===== src/cpt_pkg.sv =====
// package: constants and types for the coder phase timing generator
package cpt_pkg;
	// reference clock period and decision strobe delay
	localparam int          CLK_PERIOD_NS   = 20;
	localparam real         DEC_DELAY_US    = 0.1;
	localparam int          DEC_DELAY_NS    = int'(DEC_DELAY_US * 1000.0);
	localparam int          DEC_DELAY_CYC   = (DEC_DELAY_NS + CLK_PERIOD_NS - 1) / CLK_PERIOD_NS;
	// chain layout
	localparam int          STAGES          = 6;
	localparam int          ST_PHASE_TWO    = 0;
	localparam int          ST_PHASE_THREE  = 1;
	localparam int          ST_PHASE_FOUR   = 2;
	localparam int          ST_PHASE_FIVE   = 3;
	localparam int          ST_PHASE_SIX    = 4;
	localparam int          ST_PHASE_ONE    = 5;
	// reset values
	localparam logic [5:0]  STAGE_RST       = 6'h00;
	localparam logic        COMP_RST        = 1'h1;
	localparam logic        DEC_RST         = 1'h1;
	localparam logic        SIX_INV_RST     = 1'h1;

	typedef struct packed {
		logic [1:0]               clk_sync;
		logic [1:0]               frame_sync;
		logic [1:0]               creset_sync;
		logic                     clk_prev;
		logic [DEC_DELAY_CYC-1:0] dly;
		logic [STAGES-1:0]        stage;
		logic                     six_inv;
		logic                     comp;
		logic                     comp_n;
		logic                     dec;
	} cpt_state_t;
endpackage : cpt_pkg


===== src/cpt_timing_gen.sv =====
// module: coder phase timing generator, one reference clock domain
`timescale 1ns/100ps
// Contract
// - decision strobe is inverted clock, delayed 0.1us
// - frame strobe gated with coder clock
// - first stage sets on gated frame strobe
// - active stage clears at next coder clock
// - second stage follows first each clock
// - four more stages give phases four..one
// - inverted phase six output and sets compander
// - compander reset plus clock selects attenuator
// - inverted phase six sets amplifier state
// - compander state output as complementary pair
// - all pulses and controls go to panel
module cpt_timing_gen (
	// clock and reset
	input  wire logic REF_CLK,
	input  wire logic RST,
	// from coder panel
	input  wire logic CODER_CLK,
	input  wire logic FRAME_PHASE_STROBE,
	input  wire logic COMPANDER_RESET,
	// to coder panel
	output logic      DECISION_STROBE,
	output logic      PHASE_ONE_PULSE,
	output logic      PHASE_TWO_PULSE,
	output logic      PHASE_THREE_PULSE,
	output logic      PHASE_FOUR_PULSE,
	output logic      PHASE_FIVE_PULSE,
	output logic      PHASE_SIX_PULSE,
	output logic      PHASE_SIX_INVERTED,
	output logic      COMPANDER_CTRL,
	output logic      COMPANDER_CTRL_N
);
	cpt_pkg::cpt_state_t s_q;
	cpt_pkg::cpt_state_t s_d;
	logic                clk_edge;
	logic                gated_frame;

	// rising edge of synchronised coder clock
	assign clk_edge = s_q.clk_sync[1] & ~s_q.clk_prev;
	// frame strobe and coder clock coincide
	assign gated_frame = s_q.frame_sync[1] & clk_edge;

	always_comb begin
		s_d = s_q;
		s_d.clk_sync    = {s_q.clk_sync[0], CODER_CLK};
		s_d.frame_sync  = {s_q.frame_sync[0], FRAME_PHASE_STROBE};
		s_d.creset_sync = {s_q.creset_sync[0], COMPANDER_RESET};
		s_d.clk_prev    = s_q.clk_sync[1];
		s_d.dly = {s_q.dly[cpt_pkg::DEC_DELAY_CYC-2:0], s_q.clk_sync[1]};
		s_d.dec = ~s_q.dly[cpt_pkg::DEC_DELAY_CYC-1];
		if (clk_edge) begin
			// first stage from gated frame strobe
			s_d.stage[cpt_pkg::ST_PHASE_TWO] = gated_frame;
			// shift chain one place per clock
			// each stage holds one clock period
			s_d.stage[cpt_pkg::STAGES-1:1] = s_q.stage[cpt_pkg::STAGES-2:0];
		end
		s_d.six_inv = ~s_q.stage[cpt_pkg::ST_PHASE_SIX];
		// set amplifier state, wins over reset
		if (~s_q.six_inv) begin
			s_d.comp = 1'h1;
		end else if (s_q.creset_sync[1] & clk_edge) begin
			s_d.comp = 1'h0;
		end
		s_d.comp_n = ~s_d.comp;
	end

	always_ff @(posedge REF_CLK or posedge RST) begin
		if (RST) begin
			s_q             <= '0;
			s_q.stage       <= cpt_pkg::STAGE_RST;
			s_q.comp        <= cpt_pkg::COMP_RST;
			s_q.comp_n      <= ~cpt_pkg::COMP_RST;
			s_q.dec         <= cpt_pkg::DEC_RST;
			s_q.six_inv     <= cpt_pkg::SIX_INV_RST;
		end else begin
			s_q <= s_d;
		end
	end

	assign DECISION_STROBE    = s_q.dec;
	assign PHASE_TWO_PULSE    = s_q.stage[cpt_pkg::ST_PHASE_TWO];
	assign PHASE_THREE_PULSE  = s_q.stage[cpt_pkg::ST_PHASE_THREE];
	assign PHASE_FOUR_PULSE   = s_q.stage[cpt_pkg::ST_PHASE_FOUR];
	assign PHASE_FIVE_PULSE   = s_q.stage[cpt_pkg::ST_PHASE_FIVE];
	assign PHASE_SIX_PULSE    = s_q.stage[cpt_pkg::ST_PHASE_SIX];
	assign PHASE_ONE_PULSE    = s_q.stage[cpt_pkg::ST_PHASE_ONE];
	assign PHASE_SIX_INVERTED = s_q.six_inv;
	assign COMPANDER_CTRL     = s_q.comp;
	assign COMPANDER_CTRL_N   = s_q.comp_n;
endmodule : cpt_timing_gen


===== config.mk =====
export PLATFORM = sky130hd
export DESIGN_NAME = cpt_timing_gen
export DESIGN_NICKNAME = d
export VERILOG_FILES = /design/src/cpt_pkg.sv /design/src/cpt_timing_gen.sv
export SDC_FILE = /design/constraint.sdc
export NUM_CORES = 1
export LEC_CHECK = 0
export ABC_CLOCK_PERIOD_IN_PS = 3200
export BUFFER_PORTS_ARGS = -buffer_cell sky130_fd_sc_hd__buf_2
export CORE_AREA = 2 2 39 41
export DETAILED_ROUTE_END_ITERATION = 7
export DIE_AREA = 0 0 41 43
export PLACE_DENSITY_LB_ADDON = 0.3
export SETUP_SLACK_MARGIN = 0.05
export SLEW_MARGIN = 15
export SYNTH_ARGS = -nofsm -noshare
export SYNTH_HDL_FRONTEND = slang
export SYNTH_SLANG_ARGS = --single-unit

===== constraint.sdc =====
create_clock -name REF_CLK -period 3.2 [get_ports REF_CLK]
set_input_delay 0 -clock REF_CLK [delete_from_list [all_inputs] [get_ports REF_CLK]]
set_output_delay 0 -clock REF_CLK [all_outputs]
set_load 0.02 [all_outputs]

==> metrics.md <==
| Metric | Value |
|---|---|
| Status | finished clean |
| Leakage power | 0.000428 uW |
| ANT cells | 0 |
| H-tree depth | 1 |
| Hold path depth | 2 |
| Synth Instances | 36 |
| R2R depth | 2 |
| GP Congestion | 0.646 |
| Vias in the first global route | 343 |
| P&R area growth vs syn | 21.3% |
| DP HPWL | 562 um |
| Fin nets | 63 |
| Synthesized cell area | 682 sq um |
| Critical Path Source | s_d[11] |
| Share of layout cells above drive strength 1 | 0.491 |
| Fin. max-slew vios | 0 |
| Min-Delay Endpoint | s_d[21] |
| PwrDens | 762 nW/um^2 |
| Average cell area after synthesis | 18.9 sq um |
| Top-area cell type share of the netlist area | 0.661 |
| Via Count | 340 |
| Synth area leader | dfrtp_1 |
| Post-synthesis cell type count | 9 |
| Routed Antenna Nets | 0 |
| Crit path arrival time | 1.20 ns |
| Startpoint types | flop |
| DR pass1 iterations | 2 |
| Die height | 43 um |
| Filler Cell Count | 105 |
| Global-route wire length before repair | 1370 um |
| CTS Buf Count | 3 |
| R2R Setup Slk | 2.18 ns |
| Area contributors post-synth | dfrtp_1 66%, mux2_4 13%, dfstp_2 12% |
| CP required | 3.38 ns |
| Worst skew pair latency | 0.29 ns |
| GR Util All Layers | 0.120 |
| Clk_skew | 0.00187 ns |
| Routed wire length | 812 um |
| Hold crit path type | input pin to flop |
| Wire per inst | 11.1 um |
| Reg-to-reg startpoint | s_d[11] |
| Synth Warn # | 0 |
| Clock sinks | 21 |
| Die ar. | 1760 sq um |
| Peak supply drop | 0.341 mV |
| CP max FO | 6 |
| RSZ-0062 raised after global routing | no |
| Final Hold Fails | 0 |
| Hold_sp | CODER_CLK |
| Initial core utilization | 0.493 |
| Placed cell count | 65 |
| I/O pins | 15 |
| Core footprint | 1380 sq um |
| Port-buffer cells | 14 |
| Finished Layout Cells | 73 |
| Max-Cap Viols | 0 |
| Total grt overflow | 0 |
| Max incr delay on CP | 0.40 ns |
| Initial DRC count | 4 |
| Max reg flops | 8 |
| CTS tree | done |
| Crit end category | flop |
| Sequential-to-total area share from yosys stat | 0.776 |
| Critical-path top delay cell | dfrtp_1 |
| Critical-path cell list | nand2b_4, mux2_4 |
| Post-route cell area | 827 sq um |
| Clk pin slew, worst setup/hold paths | 0.10 ns |
| Setup TNS | 0 ns |
| Worst slew margin | 0.516 |
| Site Rows | 14 |
| Chip width | 41 um |
| Largest net degree at the start of global routing | 22 |
| Setup violators final | 0 |
| Critical path type | flop to flop |
| Tcrit/Tclk final | 0.317 |
| Total power | 630 uW |
| Placed inst area | 761 sq um |
| Worst r2r dst | PHASE_TWO_PULSE |
| Max Freq | 985 MHz |
| CTS Root Cell | clkbuf_4 |
| Mapped Nets | 41 |
| Final min period | 1.02 ns |
| Via/cell ratio | 4.66 |
| Post-CTS sizing | 0 |
| Initial antenna violation count | 0 |
| Clock tree buffer depth | 2 |
| Slew of the pin with the lowest slew margin | 0.725 ns |
| Number of synthesized register bits | 21 |
| Detailed-route DRC error count | 0 |
-- metal layers --
metal,part of all wire,global-route usage,vias up
met5,0,0,-
met4,0.028,0.0800,0
met3,0.071,0.0314,4
met2,0.44,0.172,14
met1,0.46,0.152,165
li1,-,-,157
-- metrics by stage --
step | setup WS [ns] | hold WS, ns | util
2_1_floorplan | 2.17 | -0.0257 | -
3_3_place_gp | 2.22 | 0.108 | 0.550
3_5_place_dp | 2.20 | 0.110 | 0.550
4_1_cts | 2.17 | 0.333 | 0.598
5_1_grt | 2.15 | 0.324 | 0.598
6_report | 2.18 | 0.347 | 0.598
-- cells in the mapped netlist --
cell and instances:
dfrtp_1 18, mux2_4 6, dfstp_2 3, inv_1 4
o21ai_0 1, and3b_2 1, o21a_1 1, buf_6 1
nand2b_4 1
-- where the power goes --
group          internal (uW)  switching, uW
clock network           48.4           67.7
logic                   75.6           87.2
registers                321           30.0
-- layout make-up --
class / count / area [sq um] / area share
clock buffer: 4 / 26.3 / 0.0318
tap: 16 / 20.0 / 0.0242
inverter: 4 / 15.0 / 0.0182
multi-input combinational: 10 / 126 / 0.153
timing repair buffer: 18 / 110 / 0.133
sequential: 21 / 529 / 0.640
-- logic make-up (layout without fill, tap and decap cells) --
family | after synthesis | after routing | synth area share
simple gates | 2 | 2 | 0.0349
buf+inv | 5 | 26 | 0.0385
mux | 6 | 6 | 0.132
compound gates | 2 | 2 | 0.0183
flops | 21 | 21 | 0.776
-- layout by cell type (no fill, tap or decap) --
master and instances:
dfrtp_1 18, buf_2 14, mux2_4 6, inv_1 4
dlygate4sd3_1 4, dfstp_2 3, clkbuf_4 3, nand2b_4 1
and3b_2 1, o21ai_0 1, o21a_1 1, clkbuf_1 1
-- repair_timing --
item                      CTS  global route
hold endpoints to repair   21             0
hold buffers                4             0
buffers inserted            0             0
-- worst max-delay path by stage --
stage                  endpoint  slack, ns
6_report        PHASE_TWO_PULSE       2.18
5_1_grt          COMPANDER_CTRL       2.15
4_1_cts         PHASE_TWO_PULSE       2.17
3_5_place_dp    PHASE_TWO_PULSE       2.20
3_3_place_gp    PHASE_TWO_PULSE       2.22
2_1_floorplan  PHASE_FIVE_PULSE       2.17
-- worst max-delay path: cells and delay by family (launching register included) --
family	cells	cell delay [ns]
AND/OR/NAND/NOR	1	0.20
multiplexers	1	0.31
flip-flops	1	0.40
Note: power is estimated with default switching activity, not from simulation.
